<file path="src/shared/tg_pkg.sv">
// Purpose: shared constants for the timer gate and interrupt block
// Assumes: 32-bit classic Wishbone register bus, byte addressed
// Notes:   one register per aligned word; unlisted bits read as zero, except flag and enable register bits 7:2, which read back as written
package tg_pkg;

  localparam int unsigned CLK_HZ        = 40_000_000;
  localparam int unsigned COUNT_W       = 16;
  localparam int unsigned PRE_W         = 8;

  // register byte offsets
  localparam logic [7:0] OFF_CTRL       = 8'h00;
  localparam logic [7:0] OFF_IRQ        = 8'h04;
  localparam logic [7:0] OFF_COUNT      = 8'h08;

  // control register fields
  localparam int unsigned CTRL_W        = 9;
  localparam int unsigned CTRL_ON       = 0;  // counter_on
  localparam int unsigned CTRL_CS       = 1;  // count_clock_select, 1 = external count pin
  localparam int unsigned CTRL_SYNCN    = 2;  // sync_disable_n
  localparam int unsigned CTRL_GE       = 3;  // gate_counting_enable
  localparam int unsigned CTRL_POL      = 4;  // gate_polarity, 1 = active high
  localparam int unsigned CTRL_TM       = 5;  // gate_toggle_enable
  localparam int unsigned CTRL_SPM      = 6;  // gate_single_pulse_enable
  localparam int unsigned CTRL_ARM      = 7;  // gate_pulse_arm
  localparam int unsigned CTRL_SRC      = 8;  // gate source, 1 = 8-bit timer overflow
  localparam logic [CTRL_W-1:0] CTRL_RST = 9'h000;

  // flag and enable register fields
  localparam int unsigned IRQ_W         = 12;
  localparam int unsigned IRQ_ROLL_F    = 0;  // rollover_flag
  localparam int unsigned IRQ_GATE_F    = 1;  // gate_event_flag
  localparam int unsigned IRQ_ROLL_IE   = 8;  // rollover_irq_enable
  localparam int unsigned IRQ_GATE_IE   = 9;  // gate_event_irq_enable
  localparam int unsigned IRQ_PERI_IE   = 10; // peripheral_irq_enable
  localparam int unsigned IRQ_GLOB_IE   = 11; // global_irq_enable
  localparam int unsigned IRQ_GLS       = 16; // gate_level_status, read only
  localparam logic [IRQ_W-1:0] IRQ_RST  = 12'h000;

  localparam logic [COUNT_W-1:0] COUNT_RST = 16'h0000;
  localparam logic [PRE_W-1:0]   PRE_MAX   = 8'hff;
  localparam logic [PRE_W-1:0]   PRE_ZERO  = 8'h00;

endpackage

</file>
<file path="src/shared/tg_cnt_if.sv">
// Purpose: carrier between the gate controller and the count pair
// Assumes: both ends on the same clock
// Notes:   wrap is a one-cycle pulse from the counter
`timescale 1ns/1ps
`default_nettype none
interface tg_cnt_if #(parameter int unsigned WIDTH = 16);
  logic             inc;
  logic             load;
  logic [WIDTH-1:0] load_val;
  logic [WIDTH-1:0] count;
  logic             wrap;

  modport ctl (output inc, output load, output load_val, input count, input wrap);
  modport cnt (input inc, input load, input load_val, output count, output wrap);
endinterface
`default_nettype wire

</file>
<file path="src/logic/tg_counter.sv">
// Purpose: the 16-bit count pair with wrap detection
// Assumes: load and inc never wanted together; load wins
// Notes:   wrap pulses in the same cycle in which the count returns to zero
`timescale 1ns/1ps
`default_nettype none
module tg_counter (
  input  wire logic clk_i,
  input  wire logic rst_i,
  tg_cnt_if.cnt     bus
);
  import tg_pkg::*;

  logic [COUNT_W-1:0] count_reg;
  logic               wrap_reg;
  wire  logic         at_max = (count_reg == {COUNT_W{1'b1}});

  // count up, wrap from all ones to zero
  always_ff @(posedge clk_i) begin
    if (rst_i) begin
      count_reg <= COUNT_RST;
      wrap_reg  <= 1'b0;
    end else if (bus.load) begin
      count_reg <= bus.load_val;
      wrap_reg  <= 1'b0;
    end else begin
      if (bus.inc) begin
        count_reg <= count_reg + COUNT_W'(1);
      end
      wrap_reg <= bus.inc & at_max;
    end
  end

  assign bus.count = count_reg;
  assign bus.wrap  = wrap_reg;
endmodule
`default_nettype wire

</file>
<file path="src/logic/tg_gate_top.sv">
// Purpose: gate control, gate value, gate event and rollover flags of a 16-bit timer
// Assumes: gate and external count pins are asynchronous; 8-bit timer count is on clk_i
// Notes:   registers over classic Wishbone, single-cycle registered ack
//          ack follows a taken request by one clock; no wait states
//
// Implementation choices: the register addresses and the Wishbone register port.
`timescale 1ns/1ps
`default_nettype none
module tg_gate_top (
  input  wire logic                  clk_i,
  input  wire logic                  rst_i,
  // wishbone slave
  input  wire logic                  wb_cyc_i,
  input  wire logic                  wb_stb_i,
  input  wire logic                  wb_we_i,
  input  wire logic [7:0]            wb_adr_i,
  input  wire logic [3:0]            wb_sel_i,
  input  wire logic [31:0]           wb_dat_i,
  output logic      [31:0]           wb_dat_o,
  output logic                       wb_ack_o,
  // pins and neighbours
  input  wire logic                  gate_input_pin_i,
  input  wire logic                  ext_count_pin_i,
  input  wire logic [tg_pkg::PRE_W-1:0] t8_count_i,
  input  wire logic                  sleep_i,
  // results
  output logic                       rollover_irq_o,
  output logic                       gate_irq_o,
  output logic                       wake_o,
  output logic                       osc_run_o,
  output logic                       gate_level_o
);
  import tg_pkg::*;

  // the count pair sits in its own module; this controller only steers inc and load
  // and watches the wrap pulse, so the counter stays small and easy to check alone
  tg_cnt_if #(.WIDTH(COUNT_W)) cnt_bus ();

  tg_counter i_tg_counter (
    .clk_i (clk_i),
    .rst_i (rst_i),
    .bus   (cnt_bus)
  );

  // register state
  // ctrl and irq keep only their implemented bits; reads zero-extend them
  logic [CTRL_W-1:0]  ctrl_reg;
  logic [CTRL_W-1:0]  ctrl_next;
  logic [IRQ_W-1:0]   irq_reg;
  logic [IRQ_W-1:0]   irq_next;
  logic [31:0]        rdata_reg;
  logic               ack_reg;

  // synchronisers, first stage feeds only the second
  // ext_d_reg is a third stage used only as the edge detector's memory;
  // pin edges closer together than about one clock can be lost
  logic gate_s1_reg;
  logic gate_s2_reg;
  logic ext_s1_reg;
  logic ext_s2_reg;
  logic ext_d_reg;

  always_ff @(posedge clk_i) begin
    if (rst_i) begin
      gate_s1_reg <= 1'b0;
      gate_s2_reg <= 1'b0;
      ext_s1_reg  <= 1'b0;
      ext_s2_reg  <= 1'b0;
      ext_d_reg   <= 1'b0;
    end else begin
      gate_s1_reg <= gate_input_pin_i;
      gate_s2_reg <= gate_s1_reg;
      ext_s1_reg  <= ext_count_pin_i;
      ext_s2_reg  <= ext_s1_reg;
      ext_d_reg   <= ext_s2_reg;
    end
  end

  // 8-bit timer wrap pulse
  // the neighbour count arrives on our clock, so only its previous value is kept;
  // a count that skipped across ff to 00 would miss a pulse
  logic [PRE_W-1:0] t8_prev_reg;
  logic             t8_pulse_reg;
  wire  logic       t8_wrap = (t8_prev_reg == PRE_MAX) && (t8_count_i == PRE_ZERO);

  // one-cycle low-to-high pulse per wrap
  always_ff @(posedge clk_i) begin
    if (rst_i) begin
      t8_prev_reg  <= PRE_ZERO;
      t8_pulse_reg <= 1'b0;
    end else begin
      t8_prev_reg  <= t8_count_i;
      t8_pulse_reg <= t8_wrap;
    end
  end

  // gate processing
  // every control bit gets a named wire so the gate path reads like the mode table
  wire logic on_bit   = ctrl_reg[CTRL_ON];
  wire logic cs_ext   = ctrl_reg[CTRL_CS];
  wire logic sync_n   = ctrl_reg[CTRL_SYNCN];
  wire logic ge_bit   = ctrl_reg[CTRL_GE];
  wire logic pol_bit  = ctrl_reg[CTRL_POL];
  wire logic tm_bit   = ctrl_reg[CTRL_TM];
  wire logic spm_bit  = ctrl_reg[CTRL_SPM];
  wire logic arm_bit  = ctrl_reg[CTRL_ARM];
  wire logic src_bit  = ctrl_reg[CTRL_SRC];

  // source select then polarity; after polarity a rising edge is the incrementing edge
  wire logic src_raw  = src_bit ? t8_pulse_reg : gate_s2_reg;
  wire logic src_pol  = pol_bit ? src_raw : ~src_raw;

  logic src_pol_d_reg;
  logic tff_reg;
  logic tog_d_reg;
  logic window_reg;
  logic gls_reg;

  wire logic src_rise = src_pol & ~src_pol_d_reg;
  // toggle output lags one cycle behind the edge; harmless since counting follows it
  wire logic tog      = tm_bit ? tff_reg : src_pol;
  wire logic tog_rise = tog & ~tog_d_reg;
  wire logic tog_fall = ~tog & tog_d_reg;
  wire logic sp_start = spm_bit & arm_bit & tog_rise;
  wire logic sp_done  = spm_bit & window_reg & tog_fall;
  // with single pulse on, only the armed window passes the gate
  wire logic gate_val = spm_bit ? (tog & (window_reg | sp_start)) : tog;
  // the event flag is set at the same edge at which the gate level status falls
  wire logic gls_fall = gls_reg & ~gate_val;

  // toggle flip-flop, single-pulse window and gate value
  // the toggle flip-flop is held clear while toggle mode is off, so the measured edge is known
  always_ff @(posedge clk_i) begin
    if (rst_i) begin
      src_pol_d_reg <= 1'b0;
      tff_reg       <= 1'b0;
      tog_d_reg     <= 1'b0;
      window_reg    <= 1'b0;
      gls_reg       <= 1'b0;
    end else begin
      src_pol_d_reg <= src_pol;
      if (!tm_bit) begin
        tff_reg <= 1'b0;
      end else if (src_rise) begin
        tff_reg <= ~tff_reg;
      end
      tog_d_reg <= tog;
      if (!spm_bit || sp_done) begin
        window_reg <= 1'b0;
      end else if (sp_start) begin
        window_reg <= 1'b1;
      end
      gls_reg <= gate_val;
    end
  end

  // count enable
  // internal mode counts every clock; external mode counts each synchronised pin rise
  wire logic ext_tick   = ext_s2_reg & ~ext_d_reg;
  // in sleep only the asynchronous external mode keeps counting
  // with sync_disable_n clear the count freezes in sleep, though the oscillator runs on
  wire logic sleep_ok   = ~sleep_i | (cs_ext & sync_n);
  wire logic tick       = (cs_ext ? ext_tick : 1'b1) & sleep_ok;
  wire logic gate_ok    = ~ge_bit | gate_val;
  wire logic count_inc  = on_bit & tick & gate_ok;

  // wishbone decode
  // a request is taken only while ack is low, so a strobe still held in its ack cycle is not taken again there;
  // only the exact offsets hit, every other address reads zero
  wire logic        req       = wb_cyc_i & wb_stb_i & ~ack_reg;
  wire logic        wr        = req & wb_we_i;
  wire logic        hit_ctrl  = (wb_adr_i == OFF_CTRL);
  wire logic        hit_irq   = (wb_adr_i == OFF_IRQ);
  wire logic        hit_count = (wb_adr_i == OFF_COUNT);
  wire logic [31:0] byte_mask = {{8{wb_sel_i[3]}}, {8{wb_sel_i[2]}}, {8{wb_sel_i[1]}}, {8{wb_sel_i[0]}}};
  wire logic        wr_ctrl   = wr & hit_ctrl;
  wire logic        wr_irq    = wr & hit_irq;
  wire logic        wr_count  = wr & hit_count;

  wire logic [31:0] ctrl_wide  = {{(32-CTRL_W){1'b0}}, ctrl_reg};
  wire logic [31:0] irq_wide   = {{(32-IRQ_W){1'b0}}, irq_reg};
  wire logic [31:0] ctrl_merge = (wb_dat_i & byte_mask) | (ctrl_wide & ~byte_mask);
  wire logic [31:0] irq_merge  = (wb_dat_i & byte_mask) | (irq_wide & ~byte_mask);
  wire logic [31:0] cnt_wide   = {{(32-COUNT_W){1'b0}}, cnt_bus.count};
  wire logic [31:0] cnt_merge  = (wb_dat_i & byte_mask) | (cnt_wide & ~byte_mask);

  wire logic [31:0] rd_irq     = irq_wide | ({31'h00000000, gls_reg} << IRQ_GLS);
  // unmapped addresses answer with zero and ignore writes
  wire logic [31:0] rd_mux     = hit_ctrl  ? ctrl_wide :
                                 hit_irq   ? rd_irq    :
                                 hit_count ? cnt_wide  : 32'h00000000;

  // control next value: software writes, then hardware clears the arm bit
  // clearing single-pulse enable leaves the arm bit alone; software clears both
  always_comb begin
    ctrl_next = ctrl_reg;
    if (wr_ctrl) begin
      ctrl_next = ctrl_merge[CTRL_W-1:0];
    end
    // a software set of the arm bit in the same cycle wins over the self-clear
    if (sp_done && !(wr_ctrl && ctrl_merge[CTRL_ARM])) begin
      ctrl_next[CTRL_ARM] = 1'b0;
    end
  end

  // flags: software writes zero to clear, hardware set wins over the clear
  // a write of one keeps a flag, so one flag can be cleared without racing the other
  always_comb begin
    irq_next = irq_reg;
    if (wr_irq) begin
      irq_next = irq_merge[IRQ_W-1:0];
      irq_next[IRQ_ROLL_F] = irq_reg[IRQ_ROLL_F] & irq_merge[IRQ_ROLL_F];
      irq_next[IRQ_GATE_F] = irq_reg[IRQ_GATE_F] & irq_merge[IRQ_GATE_F];
    end
    if (cnt_bus.wrap) begin
      irq_next[IRQ_ROLL_F] = 1'b1;
    end
    // set regardless of gate_counting_enable
    if (gls_fall) begin
      irq_next[IRQ_GATE_F] = 1'b1;
    end
  end

  // counter hookup
  assign cnt_bus.inc      = count_inc;
  assign cnt_bus.load     = wr_count;
  assign cnt_bus.load_val = cnt_merge[COUNT_W-1:0];

  // register file and bus answer
  // read data is captured only on a taken request, so it holds until the next one
  always_ff @(posedge clk_i) begin
    if (rst_i) begin
      ctrl_reg  <= CTRL_RST;
      irq_reg   <= IRQ_RST;
      ack_reg   <= 1'b0;
      rdata_reg <= 32'h00000000;
    end else begin
      ctrl_reg  <= ctrl_next;
      irq_reg   <= irq_next;
      ack_reg   <= req;
      if (req) begin
        rdata_reg <= rd_mux;
      end
    end
  end

  // interrupt, wake and oscillator outputs
  // built from next values so each output flop lines up with the register it mirrors;
  // this costs a little logic in front of the flops but saves a cycle of lag
  wire logic roll_f   = irq_next[IRQ_ROLL_F];
  wire logic roll_en  = ctrl_next[CTRL_ON] & irq_next[IRQ_ROLL_IE] & irq_next[IRQ_PERI_IE];
  wire logic roll_irq = roll_f & roll_en & irq_next[IRQ_GLOB_IE];
  wire logic gate_irq = irq_next[IRQ_GATE_F] & irq_next[IRQ_GATE_IE];
  wire logic wake     = sleep_i & roll_f & roll_en;
  // oscillator follows the clock select only, never sleep or sync_disable_n
  wire logic osc_run  = ctrl_next[CTRL_CS];

  // output flops; rollover_irq_o, gate_irq_o, wake_o and osc_run_o come straight from these
  logic roll_irq_reg;
  logic gate_irq_reg;
  logic wake_reg;
  logic osc_run_reg;

  always_ff @(posedge clk_i) begin
    if (rst_i) begin
      roll_irq_reg <= 1'b0;
      gate_irq_reg <= 1'b0;
      wake_reg     <= 1'b0;
      osc_run_reg  <= 1'b0;
    end else begin
      roll_irq_reg <= roll_irq;
      gate_irq_reg <= gate_irq;
      wake_reg     <= wake;
      osc_run_reg  <= osc_run;
    end
  end

  assign wb_dat_o       = rdata_reg;
  assign wb_ack_o       = ack_reg;
  assign rollover_irq_o = roll_irq_reg;
  assign gate_irq_o     = gate_irq_reg;
  assign wake_o         = wake_reg;
  assign osc_run_o      = osc_run_reg;
  assign gate_level_o   = gls_reg;
endmodule
`default_nettype wire

</file>
<file path="config.mk">
export PLATFORM = sky130hd
export DESIGN_NAME = tg_gate_top
export DESIGN_NICKNAME = d
export VERILOG_FILES = /design/src/shared/tg_pkg.sv /design/src/shared/tg_cnt_if.sv /design/src/logic/tg_counter.sv /design/src/logic/tg_gate_top.sv
export SDC_FILE = /design/constraint.sdc
export NUM_CORES = 1
export LEC_CHECK = 0
export BUFFER_PORTS_ARGS = -buffer_cell sky130_fd_sc_hd__buf_2
export CAP_MARGIN = 5
export CORE_MARGIN = 5
export CORE_UTILIZATION = 38
export DETAILED_ROUTE_END_ITERATION = 8
export HOLD_SLACK_MARGIN = 0.06
export PLACE_DENSITY_LB_ADDON = 0.1
export SYNTH_ARGS = -nofsm -noshare
export SYNTH_HDL_FRONTEND = slang
export SYNTH_SLANG_ARGS = --single-unit
</file>
<file path="constraint.sdc">
create_clock -name clk_i -period 4.2 [get_ports clk_i]
set_input_delay 0.42 -clock clk_i [delete_from_list [all_inputs] [get_ports clk_i]]
set_output_delay 0.42 -clock clk_i [all_outputs]
set_load 0.02 [all_outputs]
</file>
# --- After elaboration in Yosys (flattened, before gate mapping) ---
# Cells that the tools add are included.
word_totals:
  ff_bits: 94
  in_bits: 60
  out_inout_bits: 38
classes:
  n_addsub: 1
  n_eq_ne: 4
  muxes: 14
  n_bitwise: 53
  n_reduce_logical: 13
op_table:
  columns: ["operator", "count"]
  rows:
  - ["2-to-1 mux 16 bit", 3]
  - ["2-to-1 mux 17 bit", 2]
  - ["AND 16 bit", 2]
  - ["AND 1 bit", 30]
  - ["bitwise OR 12 x 17 -> 17 bit", 1]
  - ["adder 16 x 1 -> 16 bit, second input constant", 1]
  - ["equality test 16 bit, second input constant", 1]
  - ["logical NOT 8 bit", 2]
  - ["inverter 16 bit", 1]
  - ["bitwise OR 16 bit", 1]
  - ["AND 12 bit", 1]
  - ["2-to-1 mux 12 bit", 1]
  - ["bitwise OR 12 bit", 1]
  - ["inverter 1 bit", 11]
  - ["AND 9 bit", 1]
  - ["bitwise OR 9 bit", 1]
  - ["equality test 8 x 3 -> 1 bit, second input constant", 1]
  - ["equality test 8 x 4 -> 1 bit, second input constant", 1]
  - ["equality test 8 bit, second input constant", 1]
  - ["OR reduction 2 bit", 4]
  - ["2-to-1 mux 1 bit", 7]
  - ["logical AND 1 bit", 3]
  - ["bitwise OR 1 bit", 3]
  - ["logical NOT 1 bit", 2]
  - ["other kinds (3)", 3]

# --- Logic depth before layout (Yosys ltp) ---
depth:
  depth_word: 13
  depth_mapped: 8
  mapped_depth_nobuf: 6

# --- Cells and area by module ---
# Synthesis repeated with hierarchy kept, for this count alone.
unflattened:
  hier_cells: 400
  hier_area_um2: 3661.0
by_module_without_submodules:
  columns: ["mod", "instances", "cells_each", "area_per_inst_um2", "seq_area_each_um2"]
  rows:
  - ["tg_gate_top", 1, 294, 2776.4, 1221.2]
  - ["tg_counter", 1, 106, 884.6, 340.3]

# --- Worst setup path before layout ---
# Ideal clock, no wire load.
synth_timing:
  path_type: "input to register"
  from: "in wb_adr_i[1]"
  to: "reg roll_irq_reg, in the netlist rollover_irq_o"
  setup_ps: 132
  arrival_ps: 2055
  slack_ps: 2012
  path_stages: 6
  path_buffers: 1
  cell_sequence: "or4_4 -> nor3_4 -> and4_1 -> buf_6 -> mux2i_1 -> nor4b_2"
synth_between:
  elab_chain_len: 7
  elab_cells_between_ends: 11
  cone_classes: "eq/ne (1); mux (3); bitwise (6); reduce/logical (1)"
synth_lines:
  columns: ["item", "line_no", "text"]
  rows:
  - ["start, declared", "tg_gate_top.sv:16", "input wire logic [7:0] wb_adr_i,"]
  - ["equality test 8 x 3 -> 1 bit or logical NOT 8 bit (tied branches)", "tg_gate_top.sv:173, tg_gate_top.sv:172", null]
  - ["AND 1 bit, on equally long branches", "tg_gate_top.sv:177, tg_gate_top.sv:176", null]
  - ["2-to-1 mux 12 bit or 2-to-1 mux 2 bit (tied branches)", "tg_gate_top.sv:210, tg_gate_top.sv:197", null]
  - ["AND 1 bit (2 in series)", "tg_gate_top.sv:251", "wire logic roll_en = ctrl_next[CTRL_ON] & irq_next[IRQ_ROLL_IE] & irq_next[IRQ_PERI_IE];"]
  - ["AND 1 bit", "tg_gate_top.sv:252", "wire logic roll_irq = roll_f & roll_en & irq_next[IRQ_GLOB_IE];"]
  - ["AND 1 bit (*)", "tg_gate_top.sv:252", null]
  - ["end signal, assigned", "tg_gate_top.sv:271", "roll_irq_reg <= roll_irq;"]
  - ["end, declared", "tg_gate_top.sv:259", "logic roll_irq_reg;"]
# Mark *: on every way between the ends. The rest lies on a longest branch, timed or not.
# A chain may end at the register's enable or synchronous reset.

==> impl_results.md <==
- CP Launch Type: register
- Chip Width: 109.1 µm
- Power Dens Cells: around 350 nW/µm²
- DPL Wire Length: 7.545 mm
- R2R setup slack: approximately 1600 ps
- Fmax achieved: between 300 and 400 MHz
- CP Class: reg2reg
- Total CTS buffers: 9
- Initial antenna violation count: 0
- Mean Syn Cell Area: 8.680 µm²
- Initial Util: 38.54%
- Worst skew pair latency: between 300 and 400 ps
- Wire length per cell: 17.19 µm
- Mapped Area: 3732 µm²
- Status: finished clean
- I/O pin cnt: just under 100
- CTS sink count: slightly below 80
- GRT Total Usage: 18.17%
- Layout cell share with drive strength beyond 1: 20.21%
- Largest net degree at the start of global routing: 43
- Vert. Die Dim: 109.1 µm
- Core area: 9684 µm²
- CTS Buffer Depth: 2
- PortBufs: 64
- Reg2reg end: i_tg_counter.bus.wrap
- Final setup vio count: 0
- Std cell rows: 36
- Flops & latches, synth: 78
- GR Util met1: 23.37%
- Final ANT Viol Nets: 0
- Synth Flop Type: dfxtp_1
- Least-Margin Pin Slew: 1109 ps
- Netlist cell types: 54
- Vias: 3,299
- Root Buffer: clkbuf_8
- Initial DRC count: 207
- Worst VDD drop: 0.1964 mV
- Tcrit/Tclk final: between 60% and 70%
- Setup_tns: 0 ps
- Critical Path RT: 4440 ps
- Placed insts: 602
- Max Transition Viols Final: 0
- Min-Delay Endpoint: ext_s1_reg
- EDFF count, synth: 0
- Clock-pin slew on the worst setup and hold paths: around 80 ps
- # Max-Cap Violations: 0
- Grt total ovfl: 0
- Die area: 11,900 µm²
- Total power: 0.001491 W
- First-pass GRT wire length: 16.82 mm
- Crit-path max FO: 6
- CTS tree: built
- DR vias/cell: 5.338
- N_diodes: 0
- Warnings from Yosys: 0
- GRT met2 Usage: 30.09%
- Leak: 1.771 nW
- PostCTS Resize Cnt: 0
- Mapped Cells: 430
- Worst Hold Class: in2reg
- Commonest non-fill, non-tap cells in the layout: dfxtp_1, buf_2, nor2_1
- Grt met3 use: approximately 4.4%
- Worst Skew: between 5 and 6 ps
- Drc violations: 0
- P&R area growth vs syn: 15.15%
- Min Tclk post-route: 2566 ps
- CP arrival: 2810 ps
- CP endpoint kind: register
- Final Hold Violating Endpoints: 0
- Util after Layout: 44.38%
- NumNets Final: 541
- Seq/Total Area, Yosys: around two fifths
- DR pass1 iterations: 4
- Hold Path Origin: ext_count_pin_i
- RD Place Congestion: 0.8230
- Post-synth ARST share: 0%
- RSZ-0062 raised after global routing: false
- CTS Hold Bufs: 0
- Hold Crit Depth: 2
- Post-Route WL: 10.63 mm
- Vias in the first global route: 3,146
- Post-CTS Setup Bufs: 0
- Most Crowded Layer GR: met2
- Commonest non-fill, non-tap cell in the layout: dfxtp_1
- Max-slew headroom: roughly 25%
- Finished Layout Cells: 618
- Hold Worst Slack: 272.0 ps
- Worst Reg-to-Reg Cells: 5
- H-tree depth: 3
-- synth_stat cells, types with 9 or more instances --
| cell type | n | area (µm²) |
|---|---|---|
| buf_4 | 15 | 112.6 |
| nor2_1 | 54 | 202.7 |
| nand3_1 | 10 | 50.05 |
| dfxtp_1 | 78 | 1562 |
| nand2_1 | 31 | 116.4 |
| mux2i_1 | 29 | 290.3 |
| o21ai_0 | 14 | 70.07 |
| nand4_1 | 9 | 56.30 |
| clkbuf_1 | 23 | 86.33 |
| nor2b_1 | 18 | 112.6 |
| a22oi_1 | 12 | 90.09 |
| nor3_1 | 9 | 45.04 |
| a21oi_1 | 10 | 50.05 |
| a31oi_1 | 10 | 62.56 |
-- routing by layer --
metal | vias to the layer above | wire, µm
met1 | 1550 | 4788
met4 | 0 | 215
met2 | 96 | 5002
li1 | 1640 | -
met3 | 13 | 620
met5 | - | 0
-- cells by family (layout without fill, tap and decap cells) --
kind of cell	after synthesis	after routing	synth area share, %
fa+ha+maj	1	1	0.3352
mux	33	33	8.984
flops	78	78	41.84
xor+xnor	3	3	0.7041
simple gates	175	175	24.77
compound gates	88	88	16.29
buf+inv	51	92	6.973
other cells	1	15	0.1005
-- worst max path at each step --
stage	start	endpoint	slack (ps)	cells past startpoint
2_1_floorplan	wb_adr_i[1]	rollover_irq_o	2010	6
3_3_place_gp	wb_adr_i[1]	wake_o	1430	7
3_5_place_dp	wb_adr_i[1]	rollover_irq_o	1420	7
4_1_cts	register	i_tg_counter.bus.wrap	1680	5
5_1_grt	register	i_tg_counter.bus.wrap	1530	5
6_report	register	i_tg_counter.bus.wrap	1630	5
-- through the flow --
stage / area (µm²) / worst slack [ps]
finish: 4298 / 1634
floorplan: 3785 / 2012
CTS: 4298 / 1683
detailed placement: 4075 / 1421
global route: 4298 / 1530
global placement: 4075 / 1428
-- final cells by class --
type	count	area, µm²
repair buffers	69	357.8
multi-input cells	315	1963
inverters	7	26.28
fillers	997	5386
flip-flops and latches	78	1562
well taps	133	166.4
clock buffers	10	137.6
clock inverters	6	85.08
-- critical path: stages (launching register included) --
cell and delay [ps]:
dfxtp_1 410, mux2i_1 300, mux2_2 420, o21ai_0 600
nand2_1 340, nor4_1 380
-- where the power goes --
group          leakage (nW)  internal [W]  switching, W
Clock                 0.108      0.000349      0.000278
Sequential            0.633      0.000751    0.00000895
Combinational          1.03     0.0000353     0.0000691
(Power assumes the default switching activity.)
